**config.mk**
```make
export PLATFORM = sky130hd
export DESIGN_NAME = pitc_core
export DESIGN_NICKNAME = d
export VERILOG_FILES = /design/src/pkg/pitc_pkg.sv /design/src/hw/pitc_core.sv
export SDC_FILE = /design/constraint.sdc
export NUM_CORES = 1
export LEC_CHECK = 0
export BUFFER_PORTS_ARGS = -buffer_cell sky130_fd_sc_hd__buf_2
export CAP_MARGIN = 20
export CORE_MARGIN = 2
export CORE_UTILIZATION = 50
export DETAILED_ROUTE_END_ITERATION = 12
export PLACE_DENSITY_LB_ADDON = 0.12
export SLEW_MARGIN = 10
export SYNTH_ARGS = -nofsm -noshare
export SYNTH_HDL_FRONTEND = slang
export SYNTH_SLANG_ARGS = --single-unit
```
**constraint.sdc**
```tcl
create_clock -name clk -period 33.2 [get_ports clk]
set_clock_uncertainty 0.15 [all_clocks]
set_input_delay 1.66 -clock clk [delete_from_list [all_inputs] [get_ports clk]]
set_output_delay 1.66 -clock clk [all_outputs]
set_load 0.1 [all_outputs]
```
**src/pkg/pitc_pkg.sv**
```systemverilog
// Purpose: Shared constants and types for the proximity interrupt and
//          measurement timing block.
// Assumes: 125 MHz core clock; byte-wide register port.
// Notes:   Times are kept in their own units; cycle counts derive from them.
package pitc_pkg;

   // Register offsets.
   localparam logic [7:0] ADDR_INT_CONTROL = 8'h01;
   localparam logic [7:0] ADDR_INT_FLAG = 8'h02;
   localparam logic [7:0] ADDR_WAIT_INTERVAL = 8'h03;
   localparam logic [7:0] ADDR_AMBIENT_GAIN = 8'h04;
   localparam logic [7:0] ADDR_AMBIENT_INTEGRATION = 8'h05;
   localparam logic [7:0] ADDR_EMITTER_CONTROL = 8'h06;
   localparam logic [7:0] ADDR_PROXIMITY_GAIN = 8'h07;
   localparam logic [7:0] ADDR_EMITTER_PULSE_COUNT = 8'h08;
   localparam logic [7:0] ADDR_PROXIMITY_INTEGRATION = 8'h09;
   localparam logic [7:0] ADDR_INTERRUPT_PERSISTENCE = 8'h0b;

   // Reset values.
   localparam logic [7:0] RST_INT_CONTROL = 8'h03;
   localparam logic [7:0] RST_CONFIG = 8'h00;
   localparam logic [7:0] RST_PERSISTENCE = 8'h11;
   localparam logic [7:0] RST_READ_DATA = 8'h00;

   // Bits 3 and 2 of the interrupt control register are hard zero.
   localparam logic [7:0] INT_CONTROL_MASK = 8'hf3;

   // Field positions.
   localparam int TRIGGER_STYLE_BIT = 7;
   localparam int PIN_ENABLE_BIT = 1;
   localparam int IRQ_FLAG_BIT = 1;
   localparam int NEAR_FLAG_BIT = 5;
   localparam int PRS_PROX_HI = 7;
   localparam int PRS_PROX_LO = 4;
   localparam int PRS_AMB_HI = 3;
   localparam int PRS_AMB_LO = 0;
   localparam int AMB_GAIN_HI = 2;
   localparam int PROX_GAIN_HI = 1;
   localparam int PROX_INTEG_HI = 3;
   localparam int EMIT_CURR_HI = 7;
   localparam int EMIT_CURR_LO = 6;
   localparam int EMIT_WIDTH_HI = 5;

   // Decode tables.
   localparam logic [6:0] AMB_GAIN_X1 = 7'h01;
   localparam logic [6:0] AMB_GAIN_X4 = 7'h04;
   localparam logic [6:0] AMB_GAIN_X8 = 7'h08;
   localparam logic [6:0] AMB_GAIN_X32 = 7'h20;
   localparam logic [6:0] AMB_GAIN_X96 = 7'h60;
   localparam logic [6:0] AMB_GAIN_NONE = 7'h00;
   localparam logic [7:0] EMIT_CURR_STEP_MA = 8'h32;
   localparam logic [17:0] AMB_COUNT_UNIT = 18'h00400;
   localparam logic [17:0] AMB_RESULT_CAP = 18'h0ffff;
   localparam logic [11:0] PROX_COUNT_UNIT = 12'h100;

   // Times, in the units they are specified in.
   localparam real CLK_PERIOD_NS = 8.0;
   localparam real NS_PER_MS = 1.0e6;
   localparam real PROX_TIME_SCALE = 16.0;
   localparam real AMB_BASE_MS = 2.888;
   localparam real AMB_STEP_MS = 2.625;
   localparam real PROX_BASE_MS = 3.051;
   localparam real PROX_PULSE_FIX_MS = 0.01;
   localparam real PROX_PULSE_UNIT_MS = 0.01368;
   localparam real PROX_INTEG_MS = 0.51;
   localparam real WAIT_UNIT_MS = 5.0;

   localparam int unsigned AMB_BASE_CYC_DEF =
      int'(AMB_BASE_MS * NS_PER_MS / CLK_PERIOD_NS);
   localparam int unsigned AMB_STEP_CYC_DEF =
      int'(AMB_STEP_MS * NS_PER_MS / CLK_PERIOD_NS);
   localparam int unsigned PROX_BASE_CYC_DEF =
      int'(PROX_TIME_SCALE * PROX_BASE_MS * NS_PER_MS / CLK_PERIOD_NS);
   localparam int unsigned PROX_PULSE_FIX_CYC_DEF =
      int'(PROX_TIME_SCALE * PROX_PULSE_FIX_MS * NS_PER_MS / CLK_PERIOD_NS);
   localparam int unsigned PROX_PULSE_UNIT_CYC_DEF =
      int'(PROX_TIME_SCALE * PROX_PULSE_UNIT_MS * NS_PER_MS / CLK_PERIOD_NS);
   localparam int unsigned PROX_INTEG_CYC_DEF =
      int'(PROX_TIME_SCALE * PROX_INTEG_MS * NS_PER_MS / CLK_PERIOD_NS);
   localparam int unsigned WAIT_UNIT_CYC_DEF =
      int'(WAIT_UNIT_MS * NS_PER_MS / CLK_PERIOD_NS);

   // Measurement sequencer states.
   typedef enum logic [3:0] {
      PITC_SEQ_IDLE = 4'b0001,
      PITC_SEQ_AMBIENT = 4'b0010,
      PITC_SEQ_PROXIMITY = 4'b0100,
      PITC_SEQ_WAIT = 4'b1000
   } pitc_seq_t;

   // Decoded settings handed to the analog front end and emitter driver.
   typedef struct packed {
      logic [6:0] ambient_gain_factor;
      logic ambient_gain_valid;
      logic [15:0] ambient_max_result;
      logic [7:0] emitter_current_ma;
      logic [6:0] emitter_width_units;
      logic [3:0] proximity_gain_factor;
      logic [8:0] emitter_pulses;
      logic [11:0] proximity_max_result;
      logic [8:0] idle_units;
      logic [3:0] ambient_repeat_count;
   } pitc_cfg_t;

endpackage

```
**src/hw/pitc_core.sv**
```systemverilog
// Purpose: Proximity interrupt decision, measurement settings and
//          measurement cycle timing of a light and proximity sensor.
// Assumes: The serial bus decoder presents byte accesses on reg_*; the
//          front end pulses prox_conv_done once per finished conversion.
// Notes:   Read data appears one cycle after reg_rd with reg_rvalid.
//
// Notes on behaviour
// Zone mode: active above upper or below lower
// Zone: active bumps outside, else bumps inside
// Outside hits persistence: clear near, raise irq
// Inside hits persistence: set near, no irq
// Zero persistence: every conversion counts as active
// Hysteresis: condition follows target near flag
// Hysteresis counter bumps on active, else clears
// Hysteresis hit: flip near, raise irq, clear
// Idle wait is (code+1) units of 5 ms
// Ambient gain codes 0-4 map x1..x96
// Ambient time and maximum count from code
// Emitter current 50 mA steps per code
// Pulse width is (code+1) width units
// Proximity gain two bits, x1 to x8
// Emitter pulses per measurement are code+1
// Proximity maximum count is 256(code+1)-1
// Proximity conversion time from pulses, width, integration
// Cycle is ambient plus proximity plus wait
// Persistence register split, resets to 0x11
// Persistence counts consecutive events; zero means always
// Irq flag bit 1, style bit 7
// Irq flag holds until host writes zero
// Pin enable lets irq flag pull pin low
// Evaluate once per conversion; reset clears counters
`timescale 1ns/1ps
`default_nettype none

module pitc_core
   import pitc_pkg::*;
#(
   parameter int unsigned AMB_BASE_CYC = AMB_BASE_CYC_DEF,
   parameter int unsigned AMB_STEP_CYC = AMB_STEP_CYC_DEF,
   parameter int unsigned PROX_BASE_CYC = PROX_BASE_CYC_DEF,
   parameter int unsigned PROX_PULSE_FIX_CYC = PROX_PULSE_FIX_CYC_DEF,
   parameter int unsigned PROX_PULSE_UNIT_CYC = PROX_PULSE_UNIT_CYC_DEF,
   parameter int unsigned PROX_INTEG_CYC = PROX_INTEG_CYC_DEF,
   parameter int unsigned WAIT_UNIT_CYC = WAIT_UNIT_CYC_DEF,
   parameter int unsigned RESULT_W = 16
) (
   input wire logic clk,
   input wire logic rst_n,
   input wire logic ce,
   input wire logic [7:0] reg_addr,
   input wire logic reg_wr,
   input wire logic [7:0] reg_wdata,
   input wire logic reg_rd,
   output logic [7:0] reg_rdata,
   output logic reg_rvalid,
   input wire logic measure_enable,
   input wire logic prox_conv_done,
   input wire logic [RESULT_W-1:0] proximity_result,
   input wire logic [RESULT_W-1:0] proximity_upper_limit,
   input wire logic [RESULT_W-1:0] proximity_lower_limit,
   output logic proximity_irq_flag,
   output logic target_near_flag,
   output logic int_n,
   output pitc_cfg_t cfg,
   output logic ambient_phase,
   output logic proximity_phase,
   output logic wait_phase,
   output logic cycle_start
);

   if (AMB_BASE_CYC == 0 || AMB_STEP_CYC == 0 || PROX_BASE_CYC == 0 ||
       PROX_PULSE_FIX_CYC == 0 || PROX_PULSE_UNIT_CYC == 0 ||
       PROX_INTEG_CYC == 0 || WAIT_UNIT_CYC == 0) begin : g_bad_time
      $error("pitc_core: every timing count must be at least one cycle");
   end
   if (RESULT_W < 12 || RESULT_W > 16) begin : g_bad_width
      $error("pitc_core: RESULT_W must lie between 12 and 16");
   end

   // Register storage.
   logic [7:0] int_control;
   logic [7:0] wait_interval;
   logic [7:0] ambient_gain;
   logic [7:0] ambient_integration;
   logic [7:0] emitter_control;
   logic [7:0] proximity_gain;
   logic [7:0] emitter_pulse_count;
   logic [7:0] proximity_integration;
   logic [7:0] interrupt_persistence;

   // Interrupt decision state.
   logic [3:0] outside_counter;
   logic [3:0] inside_counter;
   logic [3:0] hyst_counter;

   // Sequencer state.
   pitc_seq_t seq_state;
   logic [31:0] phase_timer;

   // Decoded fields.
   logic proximity_trigger_style;
   logic proximity_pin_enable;
   logic [3:0] proximity_repeat_count;
   logic [2:0] ambient_gain_code;
   logic [7:0] ambient_integration_code;
   logic [1:0] emitter_current_code;
   logic [5:0] emitter_width_code;
   logic [1:0] proximity_gain_code;
   logic [7:0] emitter_pulses_code;
   logic [3:0] proximity_integration_code;
   logic [7:0] idle_units;

   logic conv;
   logic above_upper;
   logic below_lower;
   logic active;
   logic [4:0] next_outside;
   logic [4:0] next_inside;
   logic [4:0] next_hyst;
   logic fire_outside;
   logic fire_inside;
   logic fire_hyst;
   logic irq_set;
   logic irq_clear;
   logic wr_en;

   logic [31:0] amb_cycles;
   logic [31:0] prox_cycles;
   logic [31:0] wait_cycles;
   logic [17:0] amb_span;
   pitc_cfg_t next_cfg;

   assign wr_en = ce && reg_wr;
   assign conv = ce && prox_conv_done;

   assign proximity_trigger_style = int_control[TRIGGER_STYLE_BIT];
   assign proximity_pin_enable = int_control[PIN_ENABLE_BIT];
   assign proximity_repeat_count =
      interrupt_persistence[PRS_PROX_HI:PRS_PROX_LO];
   assign ambient_gain_code = ambient_gain[AMB_GAIN_HI:0];
   assign ambient_integration_code = ambient_integration;
   assign emitter_current_code =
      emitter_control[EMIT_CURR_HI:EMIT_CURR_LO];
   assign emitter_width_code = emitter_control[EMIT_WIDTH_HI:0];
   assign proximity_gain_code = proximity_gain[PROX_GAIN_HI:0];
   assign emitter_pulses_code = emitter_pulse_count;
   assign proximity_integration_code =
      proximity_integration[PROX_INTEG_HI:0];
   assign idle_units = wait_interval;

   // Register writes; reserved bits are held at zero.
   always_ff @(posedge clk) begin
      if (!rst_n) begin
         int_control <= RST_INT_CONTROL;
         wait_interval <= RST_CONFIG;
         ambient_gain <= RST_CONFIG;
         ambient_integration <= RST_CONFIG;
         emitter_control <= RST_CONFIG;
         proximity_gain <= RST_CONFIG;
         emitter_pulse_count <= RST_CONFIG;
         proximity_integration <= RST_CONFIG;
         interrupt_persistence <= RST_PERSISTENCE;
      end else if (wr_en) begin
         case (reg_addr)
            ADDR_INT_CONTROL: int_control <= reg_wdata & INT_CONTROL_MASK;
            ADDR_WAIT_INTERVAL: wait_interval <= reg_wdata;
            ADDR_AMBIENT_GAIN: begin
               ambient_gain <= {5'h00, reg_wdata[AMB_GAIN_HI:0]};
            end
            ADDR_AMBIENT_INTEGRATION: ambient_integration <= reg_wdata;
            ADDR_EMITTER_CONTROL: emitter_control <= reg_wdata;
            ADDR_PROXIMITY_GAIN: begin
               proximity_gain <= {6'h00, reg_wdata[PROX_GAIN_HI:0]};
            end
            ADDR_EMITTER_PULSE_COUNT: emitter_pulse_count <= reg_wdata;
            ADDR_PROXIMITY_INTEGRATION: begin
               proximity_integration <=
                  {4'h0, reg_wdata[PROX_INTEG_HI:0]};
            end
            ADDR_INTERRUPT_PERSISTENCE: interrupt_persistence <= reg_wdata;
            default: ;
         endcase
      end
   end

   // Registered read port; unmapped offsets read zero.
   always_ff @(posedge clk) begin
      if (!rst_n) begin
         reg_rdata <= RST_READ_DATA;
         reg_rvalid <= 1'b0;
      end else if (ce) begin
         reg_rvalid <= reg_rd;
         if (reg_rd) begin
            case (reg_addr)
               ADDR_INT_CONTROL: reg_rdata <= int_control;
               ADDR_INT_FLAG: begin
                  reg_rdata <= RST_READ_DATA;
                  reg_rdata[NEAR_FLAG_BIT] <= target_near_flag;
                  reg_rdata[IRQ_FLAG_BIT] <= proximity_irq_flag;
               end
               ADDR_WAIT_INTERVAL: reg_rdata <= wait_interval;
               ADDR_AMBIENT_GAIN: reg_rdata <= ambient_gain;
               ADDR_AMBIENT_INTEGRATION: reg_rdata <= ambient_integration;
               ADDR_EMITTER_CONTROL: reg_rdata <= emitter_control;
               ADDR_PROXIMITY_GAIN: reg_rdata <= proximity_gain;
               ADDR_EMITTER_PULSE_COUNT: reg_rdata <= emitter_pulse_count;
               ADDR_PROXIMITY_INTEGRATION: begin
                  reg_rdata <= proximity_integration;
               end
               ADDR_INTERRUPT_PERSISTENCE: begin
                  reg_rdata <= interrupt_persistence;
               end
               default: reg_rdata <= RST_READ_DATA;
            endcase
         end
      end
   end

   // Active condition and the counters' next values.
   always_comb begin
      above_upper = proximity_result > proximity_upper_limit;
      below_lower = proximity_result < proximity_lower_limit;
      if (proximity_repeat_count == 4'h0) begin
         active = 1'b1;
      end else if (proximity_trigger_style) begin
         active = above_upper || below_lower;
      end else if (target_near_flag) begin
         active = below_lower;
      end else begin
         active = above_upper;
      end
      next_outside = active ? {1'b0, outside_counter} + 5'h01 : 5'h00;
      next_inside = active ? 5'h00 : {1'b0, inside_counter} + 5'h01;
      next_hyst = active ? {1'b0, hyst_counter} + 5'h01 : 5'h00;
      // A count at or past the setting fires, so lowering the setting
      // while a count is in flight cannot strand the counter.
      fire_outside = active && (proximity_repeat_count == 4'h0 ||
         next_outside >= {1'b0, proximity_repeat_count});
      fire_inside = !active &&
         next_inside >= {1'b0, proximity_repeat_count};
      fire_hyst = active && (proximity_repeat_count == 4'h0 ||
         next_hyst >= {1'b0, proximity_repeat_count});
      irq_set = conv &&
         (proximity_trigger_style ? fire_outside : fire_hyst);
      irq_clear = wr_en && reg_addr == ADDR_INT_FLAG &&
         !reg_wdata[IRQ_FLAG_BIT];
   end

   // Persistence counters.
   always_ff @(posedge clk) begin
      if (!rst_n) begin
         outside_counter <= 4'h0;
         inside_counter <= 4'h0;
         hyst_counter <= 4'h0;
      end else if (conv) begin
         if (proximity_trigger_style) begin
            outside_counter <= fire_outside ? 4'h0 : next_outside[3:0];
            inside_counter <= fire_inside ? 4'h0 : next_inside[3:0];
         end else begin
            hyst_counter <= fire_hyst ? 4'h0 : next_hyst[3:0];
         end
      end
   end

   // Target near flag.
   always_ff @(posedge clk) begin
      if (!rst_n) begin
         target_near_flag <= 1'b0;
      end else if (conv) begin
         if (proximity_trigger_style) begin
            if (fire_outside) begin
               target_near_flag <= 1'b0;
            end else if (fire_inside) begin
               target_near_flag <= 1'b1;
            end
         end else if (fire_hyst) begin
            target_near_flag <= !target_near_flag;
         end
      end
   end

   // Interrupt flag: a new event wins over a clearing write.
   always_ff @(posedge clk) begin
      if (!rst_n) begin
         proximity_irq_flag <= 1'b0;
      end else if (irq_set) begin
         proximity_irq_flag <= 1'b1;
      end else if (irq_clear) begin
         proximity_irq_flag <= 1'b0;
      end
   end

   // Interrupt pin.
   always_ff @(posedge clk) begin
      if (!rst_n) begin
         int_n <= 1'b1;
      end else if (ce) begin
         int_n <= !(proximity_irq_flag && proximity_pin_enable);
      end
   end

   // Setting decode for the front end and emitter driver.
   always_comb begin
      next_cfg = '0;
      next_cfg.ambient_gain_valid = 1'b1;
      case (ambient_gain_code)
         3'h0: next_cfg.ambient_gain_factor = AMB_GAIN_X1;
         3'h1: next_cfg.ambient_gain_factor = AMB_GAIN_X4;
         3'h2: next_cfg.ambient_gain_factor = AMB_GAIN_X8;
         3'h3: next_cfg.ambient_gain_factor = AMB_GAIN_X32;
         3'h4: next_cfg.ambient_gain_factor = AMB_GAIN_X96;
         default: begin
            next_cfg.ambient_gain_factor = AMB_GAIN_NONE;
            next_cfg.ambient_gain_valid = 1'b0;
         end
      endcase
      amb_span = AMB_COUNT_UNIT * ({10'h000, ambient_integration_code}
         + 18'h00001) - 18'h00001;
      next_cfg.ambient_max_result = (amb_span > AMB_RESULT_CAP) ?
         AMB_RESULT_CAP[15:0] : amb_span[15:0];
      next_cfg.emitter_current_ma = EMIT_CURR_STEP_MA *
         ({6'h00, emitter_current_code} + 8'h01);
      next_cfg.emitter_width_units =
         {1'b0, emitter_width_code} + 7'h01;
      next_cfg.proximity_gain_factor =
         4'h1 << proximity_gain_code;
      next_cfg.emitter_pulses = {1'b0, emitter_pulses_code} + 9'h001;
      next_cfg.proximity_max_result = PROX_COUNT_UNIT *
         ({8'h00, proximity_integration_code} + 12'h001) - 12'h001;
      next_cfg.idle_units = {1'b0, idle_units} + 9'h001;
      next_cfg.ambient_repeat_count =
         interrupt_persistence[PRS_AMB_HI:PRS_AMB_LO];
   end

   always_ff @(posedge clk) begin
      if (!rst_n) begin
         cfg <= '0;
      end else if (ce) begin
         cfg <= next_cfg;
      end
   end

   // Phase lengths in clock cycles.
   always_comb begin
      amb_cycles = 32'(AMB_BASE_CYC + AMB_STEP_CYC *
         (32'(ambient_integration_code) + 32'd1));
      prox_cycles = 32'(PROX_BASE_CYC +
         (32'd2 * (32'(emitter_pulses_code) + 32'd1) + 32'd1) *
         (PROX_PULSE_FIX_CYC + PROX_PULSE_UNIT_CYC *
         (32'(emitter_width_code) + 32'd1)) +
         PROX_INTEG_CYC * (32'(proximity_integration_code) + 32'd1));
      wait_cycles = 32'(WAIT_UNIT_CYC *
         (32'(idle_units) + 32'd1));
   end

   // Measurement cycle: ambient, then proximity, then the idle wait.
   always_ff @(posedge clk) begin
      if (!rst_n) begin
         seq_state <= PITC_SEQ_IDLE;
         phase_timer <= 32'h0000_0000;
         cycle_start <= 1'b0;
      end else if (ce) begin
         cycle_start <= 1'b0;
         if (!measure_enable) begin
            seq_state <= PITC_SEQ_IDLE;
            phase_timer <= 32'h0000_0000;
         end else begin
            case (seq_state)
               PITC_SEQ_IDLE: begin
                  seq_state <= PITC_SEQ_AMBIENT;
                  phase_timer <= amb_cycles - 32'h0000_0001;
                  cycle_start <= 1'b1;
               end
               PITC_SEQ_AMBIENT: begin
                  if (phase_timer == 32'h0000_0000) begin
                     seq_state <= PITC_SEQ_PROXIMITY;
                     phase_timer <= prox_cycles - 32'h0000_0001;
                  end else begin
                     phase_timer <= phase_timer - 32'h0000_0001;
                  end
               end
               PITC_SEQ_PROXIMITY: begin
                  if (phase_timer == 32'h0000_0000) begin
                     seq_state <= PITC_SEQ_WAIT;
                     phase_timer <= wait_cycles - 32'h0000_0001;
                  end else begin
                     phase_timer <= phase_timer - 32'h0000_0001;
                  end
               end
               PITC_SEQ_WAIT: begin
                  if (phase_timer == 32'h0000_0000) begin
                     seq_state <= PITC_SEQ_AMBIENT;
                     phase_timer <= amb_cycles - 32'h0000_0001;
                     cycle_start <= 1'b1;
                  end else begin
                     phase_timer <= phase_timer - 32'h0000_0001;
                  end
               end
               default: begin
                  seq_state <= PITC_SEQ_IDLE;
                  phase_timer <= 32'h0000_0000;
               end
            endcase
         end
      end
   end

   assign ambient_phase = seq_state == PITC_SEQ_AMBIENT;
   assign proximity_phase = seq_state == PITC_SEQ_PROXIMITY;
   assign wait_phase = seq_state == PITC_SEQ_WAIT;

endmodule

`default_nettype wire

```
Word-level counts from Yosys, hierarchy flattened --
Cells that the tools add are included.
Cells by class: add/subtract/negate cells 25, multiply operators 6, divide/modulo/power cells 0, order comparisons 6, eq/ne operators 22, shift-type cells 1, multiplexer cells 33, bitwise operators 1, reductions and logical operators 36
Operators with widths (number):
- $mux W32 | 4
- $pmux W32 S4 | 1
- $pmux W8 S10 | 1
- $sub A32 B1 Y32 const B | 2
- $sub A29 B1 Y30 const B | 2
- $add A8 B1 Y9 const B | 5
- $pmux W7 S5 | 1
- $add A23 B32 Y32 const A | 1
- $add A32 B25 Y32 | 1
- $eq A8 B3 Y1 const B | 4
- $logic_not A32 Y1 | 1
- $mul A11 B23 Y32 | 1
- $add A19 B28 Y29 const A | 1
- $mul A19 B9 Y28 const A | 1
- $mux W4 | 7
- $mul A17 B9 Y26 const A | 1
- $eq A8 B4 Y1 const B | 3
- $reduce_and A2 Y1 | 12
- $add A15 B22 Y23 const A | 1
- $add A4 B1 Y5 const B | 4
- $mul A15 B5 Y20 const A | 1
- $gt A18 B16 Y1 const B | 1
- $sub A18 B1 Y18 const B | 1
- $mul A10 B7 Y17 const A | 1
- other kinds (37) | 72
Storage, ports and cells: register bits 192, bits in latches 0, memory bits (writable) 0, memory bits (read-only) 0, input port bits 71, memories 0

Longest topological paths before layout --
Gate-level depths: netlist of the first run.
word-level depth 11, mapped depth 44

Least setup slack after synthesis of the first run --
OpenSTA, ideal clock, no wires.
kind reg-to-reg, start point register emitter_control[0], end point register phase_timer[31], setup time 120 ps, arrival 10343 ps, slack 22587 ps, stages on the path, launching flop included 37, buffers on the path 1, period minus slack after synthesis 10613 ps, cells stage by stage dfxtp_1 -> clkbuf_1 -> nand3_1 -> xor2_1 -> fa_1 -> fa_1 -> inv_1 -> fa_1 -> inv_1 -> fa_1 -> inv_1 -> ha_1 -> or3_1 -> o22ai_1 -> o211ai_1 -> a31o_2 -> a21oi_1 -> xor2_1 -> xor2_1 -> nand2b_1 -> fa_1 -> fa_1 -> inv_1 -> fa_1 -> fa_1 -> inv_1 -> fa_1 -> inv_1 -> ha_1 -> a21o_1 -> a21o_1 -> a21o_1 -> o41ai_1 -> o21ai_0 -> a221oi_1 -> xor2_1 -> a21oi_1
On the way: cells in the longest elaborated chain, start to end 10
RTL lines:
- from (decl) | line pitc_core.sv:85 | logic [7:0] emitter_control;
- from (signal assigned) | line pitc_core.sv:171 | ADDR_EMITTER_CONTROL: emitter_control <= reg_wdata;
- $add A6 B1 Y7 | line pitc_core.sv:350 | (32'(emitter_width_code) + 32'd1)) +
- $mul A10 B7 Y17 | line pitc_core.sv:349 | (PROX_PULSE_FIX_CYC + PROX_PULSE_UNIT_CYC *
- $add A15 B22 Y23 | line pitc_core.sv:349
- $mul A11 B23 Y32 | line pitc_core.sv:348 | (32'd2 * (32'(emitter_pulses_code) + 32'd1) + 32'd1) *
- $add A23 B32 Y32 | line pitc_core.sv:347 | prox_cycles = 32'(PROX_BASE_CYC +
- $add A32 B25 Y32 | line pitc_core.sv:350
- $sub A32 B1 Y32 | line pitc_core.sv:377 | phase_timer <= prox_cycles - 32'h0000_0001;
- $mux W32 | line pitc_core.sv:375 | if (phase_timer == 32'h0000_0000) begin
- $pmux W32 S4 | line pitc_core.sv:368 | case (seq_state)
- $mux W32 | line pitc_core.sv:364 | if (!measure_enable) begin
- to (signal assigned) | line pitc_core.sv:371 | phase_timer <= amb_cycles - 32'h0000_0001;
- to (signal assigned) | line pitc_core.sv:377
- to (signal assigned) | line pitc_core.sv:379 | phase_timer <= phase_timer - 32'h0000_0001;
- to (decl) | line pitc_core.sv:98 | logic [31:0] phase_timer;
Every way passes these cells. A chain may end at the register's enable or synchronous reset.

Worst setup path after layout of the first run --
Ends and elaborated chain as after synthesis.

==> key figures, run 1 <==
Hold path
  – Hold Startpoint: int_control[5]$_SDFFE_PN0P_
  – Hold endpoint: int_control[5]$_SDFFE_PN0P_
  – Min-Delay Path Depth: 2
  – Hold crit path type: reg2reg

Yosys
  – Synthesized instance count: 3,110
  – Asr flop ratio synth: 0%
  – Netlist cell types: 90
  – Syn avg cell area: about 8.4 µm²
  – Number of synthesized register bits: ~170
  – Yosys warning total: 0
  – Post-synth EDFFs: 0
  – Ys flop type: dfxtp_1
  – Netlist Area Pre-Place: between 20,000 and 30,000 µm²
  – Area leader, netlist: fa_1
  – Count leader, synth: inv_1
  – Post-synth top area share: a little under a fifth
  – Top cells by count, synth: inv_1 (474), ha_1 (385), fa_1 (245), nand2_1 (244), nor2_1 (191)
  – Sequential fraction of the synthesis area: a little over an eighth
  – Synth top area cells: fa_1 (19%), ha_1 (18%), dfxtp_1 (13%)

GRT
  – First-pass GRT wire length: about 120,000 µm
  – Number of global-route vias before repair: 22.3k
  – Remaining global-route overflow: 0
  – Initial antenna violation count: 1
  – Largest net degree at the start of global routing: 124
  – GRT Total Usage: between 20 and 30%

Pwr
  – Leak: roughly 14 nW
  – Total Power: 0.556 mW
  – Pwr/cell area: ~20 nW/µm²
  – Worst VDD drop: about 27 µV

Die
  – Initial core utilization: 50.8%
  – Row count: 83
  – Die width: about 230 µm
  – Num ports: 164
  – CORE AREA: 51,500 µm²
  – Die Y-Extent: roughly 230 µm
  – Die area: roughly 54,000 µm²

Setup path
  – Crit end category: flop
  – R2R Path End: phase_timer[31]$_SDFFE_PN0P_
  – Critical R2R Launch: emitter_control[0]$_SDFFE_PN0P_
  – Delay-heaviest family, CP: adder cells
  – Max incr delay on CP: 940 ps
  – Crit path arrival time: between 10,000 and 15,000 ps
  – Worst path required time: between 30,000 and 40,000 ps
  – CP dominant cell by count: fa_1
  – Crit-path max FO: 15
  – Crit-path slowest cell: dfxtp_1
  – Reg2reg setup slack: between 20,000 and 25,000 ps
  – Critical Path Stages: 34
  – Startpoint types: flop
  – Worst path bufs/invs: 6
  – Critical path class: reg2reg
  – R2r worst-path depth: 34

Clock tree
  – CTS sink count: approximately 170
  – Post-CTS resize count: 0
  – Clock latency on the worst-skew pair: roughly 470 ps
  – Postcts setup bufs: 0
  – CTS tree: built
  – Num CTS Buffers: 17
  – CTS Root Cell: clkbuf_16
  – Clock transition at path regs: roughly 70 ps
  – Clock Tree Buf Depth: 2
  – Cts hold-fix bufs: 0
  – Htree depth: 4

Route
  – 1st-pass router iterations: 5
  – Antenna Violating Nets Remaining: 0
  – Avg WL per Cell: between 15 and 20 µm
  – Via Count: 22.2k
  – Number of DRC markers in iteration 0: between 1k and 1.5k
  – Vias per cell: between 5 and 6
  – DRC Markers: 0
  – Final WL: about 75,000 µm

Status
  – Status: finished, final reports clean

STA
  – Crit share post-route: 36.9%
  – Setup-failing EPs final: 0
  – Slew Viols, Final: 0
  – Max frequency: a little over 0.08 GHz
  – Measured slew at the worst slew-check pin: 1080 ps
  – Final Hold Viols: 0
  – Worst hold slack: 317 ps
  – Final TNS setup: 0 ps
  – Tmin final: between 10,000 and 15,000 ps
  – Slew margin rel.: approximately 28%
  – RSZ-0062 raised after global routing: no
  – Setup ws final: ~21,000 ps

Final layout
  – Share of layout cells above drive strength 1: ~8.6%
  – Core Util, Final: between 50% and 60%
  – # fillers: roughly 4.9k
  – Ant. Diodes: 0
  – Final Cell Area: 28,100 µm²
  – Final #Nets: around 3.9k
  – Non-Filler Instances: between 3k and 4k
  – Synth-to-Final Area Change: 7.56%

Placement
  – Placed instance area: about 28,000 µm²
  – Worst slack, placed: 21,030 ps
  – Placer Congestion: roughly 0.92
  – Hpwl dp: ~63,000 µm
  – Placed Cells: 3,864
  – Port Buffers: 160

Run
  – Max cap viols: 0
worst min-delay path: cells and delay by family (launching register included):
kind	cells	cell delay, ps
AO/OA/AOI/OAI	1	60
AND/OR/NAND/NOR	1	50
flip-flops	1	310
sequential cells by signal, indices dropped and copies added (netlist names):
name	count
proximity_gain	2
ambient_gain	3
interrupt_persistence	8
cfg	56
idle_units	8
emitter_control	8
ambient_integration	8
reg_rdata	8
hyst_counter	4
proximity_irq_flag	1
inside_counter	4
target_near_flag	1
reg_rvalid	1
int_control	6
phase_timer	32
cycle_start	1
outside_counter	4
proximity_integration	4
seq_state	4
emitter_pulse_count	8
int_n	1
power breakdown:
group,internal (mW),switching (mW),total [mW]
combinational,0.0377,0.0928,0.130
clock,0.116,0.0961,0.212
sequential,0.210,0.00359,0.213
metal layers:
layer,wire length (µm),GRT usage (%),vias up,share of wire [%]
met1,33100,37.1,10864,44
li1,-,-,10694,-
met5,0,0,-,0
met3,3670,3.76,98,4.9
met2,36200,47.4,565,48
met4,2040,8.50,0,2.7
cells in the final DEF, fill, tap and decap left out, types with 12 or more instances in the layout:
| cell type | n |
|---|---|
| o21a_1 | 31 |
| mux2i_1 | 31 |
| or2_2 | 12 |
| buf_2 | 158 |
| a211oi_1 | 25 |
| ha_1 | 385 |
| a31oi_1 | 13 |
| a21boi_0 | 61 |
| nand2_1 | 244 |
| o21bai_1 | 15 |
| fa_1 | 245 |
| nand4_1 | 19 |
| o211a_1 | 18 |
| xor2_1 | 79 |
| buf_4 | 28 |
| nand3_1 | 104 |
| a21oi_1 | 146 |
| and2_1 | 32 |
| clkbuf_16 | 17 |
| a21o_1 | 51 |
| dfxtp_1 | 172 |
| o22ai_1 | 17 |
| a31o_2 | 13 |
| o21ai_0 | 84 |
| nor3_1 | 41 |
| and3_1 | 20 |
| xnor2_1 | 97 |
| or3_1 | 20 |
| nor2_1 | 191 |
| nand3b_1 | 14 |
| inv_1 | 474 |
| nor2b_1 | 80 |
| nor4_1 | 23 |
| a22oi_1 | 29 |
| nand2b_1 | 43 |
how the worst max path moves through the flow:
| stage | start | slack [ps] | endpoint |
|---|---|---|---|
| 4_1_cts | emitter_control[0]$_SDFFE_PN0P_ | 20970 | phase_timer[31]$_SDFFE_PN0P_ |
| 6_report | emitter_control[0]$_SDFFE_PN0P_ | 20940 | phase_timer[31]$_SDFFE_PN0P_ |
| 5_1_grt | emitter_control[0]$_SDFFE_PN0P_ | 20200 | phase_timer[31]$_SDFFE_PN0P_ |
| 3_5_place_dp | emitter_control[0]$_SDFFE_PN0P_ | 21030 | phase_timer[31]$_SDFFE_PN0P_ |
| 2_1_floorplan | emitter_control[0]$_SDFFE_PN0P_ | 22590 | phase_timer[31]$_SDFFE_PN0P_ |
| 3_3_place_gp | emitter_control[0]$_SDFFE_PN0P_ | 21410 | phase_timer[31]$_SDFFE_PN0P_ |
cell families (layout without fill, tap and decap cells):
logic type	count (synthesis)	in the layout	share of synthesized area [%]
AOI/OAI and AO/OA	622	622	16.6
xor gates and xnor gates	176	176	5.89
adders and majority gates	630	630	37.2
buffers and inverters	588	693	8.77
DFF	172	172	13.2
muxes	37	37	1.49
other	1	3	0.0143
and+or+nand+nor	884	884	16.9
layout make-up:
cell class	instances	area, µm²	share of cell area (%)
Multi-Input combinational cell	2352	20400	72.7
Sequential cell	172	3440	12.2
Inverter	475	1780	6.34
Timing Repair Buffer	186	1000	3.56
Tap cell	680	851	3.02
Clock buffer	19	443	1.57
Clock inverter	13	174	0.618
(Power assumes the default switching activity.)
==> inputs of run 2 (changes only) <==
- ABC_AREA: default -> 1
- clock period: 33.2 -> 10.1 ns (I/O delays scaled with it)
==> key figures, run 2 <==
Route
  – DRC Markers: 0 (unchanged)
  – Antenna Violating Nets Remaining: 0 (unchanged)
  – Via Count: 25.0k (+13%)
  – Final WL: 80,700 µm (+7.7%)
  – Vias per cell: 5.34 (-6.3%)
  – 1st-pass router iterations: 5 (unchanged)
  – Number of DRC markers in iteration 0: 1,985 (+33%)
  – Avg WL per Cell: 17.3 µm (-10%)

Final layout
  – Commonest non-fill, non-tap cell in the layout: inv_1
  – Non-Filler Instances: 4,679 (+20%)
  – Largest registers: cfg (56), phase_timer (32)
  – Reg with most FFs: cfg
  – Share of layout cells above drive strength 1: 9.57% (+0.92 points)
  – Max reg flops: 56 (unchanged)
  – Synth-to-Final Area Change: 9.35%
  – Final Cell Area: 29,500 µm² (+4.7%)
  – Most frequent cells in the layout: inv_1 (798), nand2_1 (743), ha_1 (375), nor2_1 (308), a21oi_1 (258)
  – Final #Nets: 4,671 (+20%)
  – Ant. Diodes: 0 (unchanged)

Die
  – Die width: 236 µm (+1.5%)
  – Row count: 85 (+2.4%)
  – Num ports: 164 (unchanged)
  – CORE AREA: 53,600 µm² (+4.1%)
  – Initial core utilization: 50.3% (-0.52 points)
  – Die area: 55,800 µm² (+3.0%)
  – Die Y-Extent: 236 µm (+1.5%)

Yosys
  – Synthesized instance count: 3,829 (+23%)
  – Area leader, netlist: fa_1
  – Syn avg cell area: 7.04 µm² (-16%)
  – Ys flop type: dfxtp_1
  – Post-synth top area share: 18.2% (-0.55 points)
  – Compound-Gate Fraction of Synth Area: 12.5% (-4.1 points)
  – Post-synth EDFFs: 0 (unchanged)
  – Count leader, synth: inv_1
  – Post-synthesis xor/xnor area fraction: 3.47% (-2.4 points)
  – Number of synthesized register bits: 172 (unchanged)
  – Main combinational cell family by area after synthesis: adder cells
  – Sequential fraction of the synthesis area: 12.8% (-0.38 points)
  – Synth top area cells: fa_1 (18%), ha_1 (18%), dfxtp_1 (13%)
  – Top cells by count, synth: inv_1 (803), nand2_1 (755), ha_1 (385), nor2_1 (318), a21oi_1 (264)
  – Netlist Area Pre-Place: 26,900 µm² (+3.0%)
  – Asr flop ratio synth: 0% (unchanged)
  – Post-Synth Simple-Gate Area: 22.3% (+5.3 points)
  – Adder-cell share of the synthesized area: 36.1% (-1.1 points)
  – Yosys warning total: 0 (unchanged)
  – Netlist cell types: 60 (-33%)
  – Mux share of post-synthesis cell area: 0% (-1.5 points)

Clock tree
  – Num CTS Buffers: 17 (unchanged)
  – CTS tree: built
  – CTS Root Cell: clkbuf_16
  – CTS sink count: 172 (unchanged)
  – Cts hold-fix bufs: 0 (unchanged)
  – Clock transition at path regs: 80 ps (about the same)
  – Htree depth: 4 (unchanged)
  – Clock latency on the worst-skew pair: 520 ps (+50 ps)
  – Clock Tree Buf Depth: 2 (unchanged)

Status
  – Status: finished, final reports clean

GRT
  – First-pass GRT wire length: 131,000 µm (+9.2%)
  – Number of global-route vias before repair: 24.3k (+8.9%)
  – Initial antenna violation count: 0 (-1)
  – GRT Total Usage: 29.6% (+1.6 points)
  – Remaining global-route overflow: 0 (unchanged)
  – Largest net degree at the start of global routing: 69 (-44%)

Placement
  – Placed Cells: 4,638 (+20%)
  – Placed instance area: 28,500 µm² (+3.5%)
  – Placer Congestion: 0.974 (+5.8%)
  – Hpwl dp: 66,700 µm (+6.2%)
  – Port Buffers: 160 (unchanged)

STA
  – Slew Viols, Final: 0 (unchanged)
  – Slew margin rel.: 35.2% (+7.2 points)
  – Measured slew at the worst slew-check pin: 968 ps (-111 ps)
  – RSZ-0062 raised after global routing: yes
  – Setup-failing EPs final: 0 (unchanged)
  – Tmin final: 9660 ps (-2600 ps)
  – Crit share post-route: 95.6% (+59 points)
  – Final Hold Viols: 0 (unchanged)
  – Max frequency: 0.104 GHz (+27%)

Setup path
  – Startpoint types: flop
  – CP dominant cell by count: nand2_1
  – Crit-path max FO: 5 (-10)
  – Crit-path slowest cell: fa_1
  – Max incr delay on CP: 550 ps (-390 ps)
  – Critical path class: reg2reg
  – Crit end category: flop
  – Worst path required time: 10,320 ps (-23,060 ps)
  – Crit path arrival time: 9880 ps (-2570 ps)

Pwr
  – Seq pwr share: 35.4% (-3.0 points)
  – Leak: 15.9 nW (+11%)
  – Switching Power: 0.796 mW (+310%)
  – Pwr/cell area: 67.6 nW/µm² (+240%)
  – Sw Ratio: 40.0% (+5.4 points)
  – Int Power: 1.20 mW (+230%)
  – Clk pwr share: 37.2% (-1.0 points)
  – Total Power: 1.99 mW (+260%)
  – Worst VDD drop: 128 µV (+370%)
  – Comb pwr share: 27.4% (+3.9 points)

Run
  – Max cap viols: 0 (unchanged)

Hold path
  – Hold crit path type: in2reg
-- run 2: worst max-delay path: cells and delay by family, from the launching register on --
family / cells / cell delay [ps]
DFF: 1 / 380
adders and majority gates: 12 / 5090
AOI/OAI and AO/OA: 5 / 690
buffers and inverters: 14 / 1150
xor gates and xnor gates: 1 / 200
and+or+nand+nor: 19 / 1840
-- run 2: kinds of logic (layout without fill, tap and decap cells) --
group | Yosys count | in the layout
simple gates | 1414 | 1414
buf+inv | 900 | 1052
fa+ha+maj | 630 | 630
compound gates | 607 | 607
flops | 172 | 172
xor+xnor | 105 | 105
other cells | 1 | 3
-- run 2: worst paths after layout --
check / slack [ps] / to / cells past startpoint / from
setup / recovery: 440 / phase_timer[24]$_SDFFE_PN0P_ / 51 / emitter_control[0]$_SDFFE_PN0P_
hold / removal: 90 / int_control[1]$_SDFFE_PN1P_ / 3 / reg_wdata[1]
setup reg to reg: 440 / phase_timer[24]$_SDFFE_PN0P_ / 51 / emitter_control[0]$_SDFFE_PN0P_
hold reg to reg: 320 / reg_rdata[1]$_SDFFE_PN0P_ / 2 / reg_rdata[1]$_SDFFE_PN0P_
-- run 2: what timing repair did --
item                       CTS  global route
setup endpoints to repair    0            18
hold endpoints to repair     0             0
buffers inserted             0             9
gates resized for setup      0            82
-- run 2: per-stage QoR --
step / util, % / hold slack, ps / setup slack (ps) / TNS, ps
2_1_floorplan: - / 296 / 475 / 0
3_5_place_dp: 53.1 / 305 / 118 / 0
3_3_place_gp: 53.1 / 300 / 340 / 0
5_1_grt: 55.0 / 72.2 / -40.2 / -118
4_1_cts: 54.3 / 68.6 / 65.9 / 0
6_report: 55.0 / 86.8 / 440 / 0
-- run 2: area by class of cell --
class	count	area, µm²
Multi-Input combinational cell	2759	20300
Clock buffer	17	425
Fill cell	5422	24100
Timing Repair Buffer	203	1130
Sequential cell	172	3450
Tap cell	696	871
Inverter	817	3070
Clock inverter	15	209
-- run 2: power by group through the flow --
stage                     sequential (mW)  clock [mW]  combinational (mW)
after floorplan                     0.806           0               0.322
after global placement              0.722           0               0.533
after detailed placement            0.722           0               0.532
after CTS                           0.706       0.751               0.535
after global routing                0.708       0.777               0.598
final                               0.706       0.740               0.546
-- run 2: metal layers --
metal	GRT usage, %	vias up	share of wire (%)
li1	-	12381	-
met1	41.0	11752	45
met2	48.5	756	46
met3	3.66	115	6.2
met4	8.86	0	2.9
met5	0	-	0
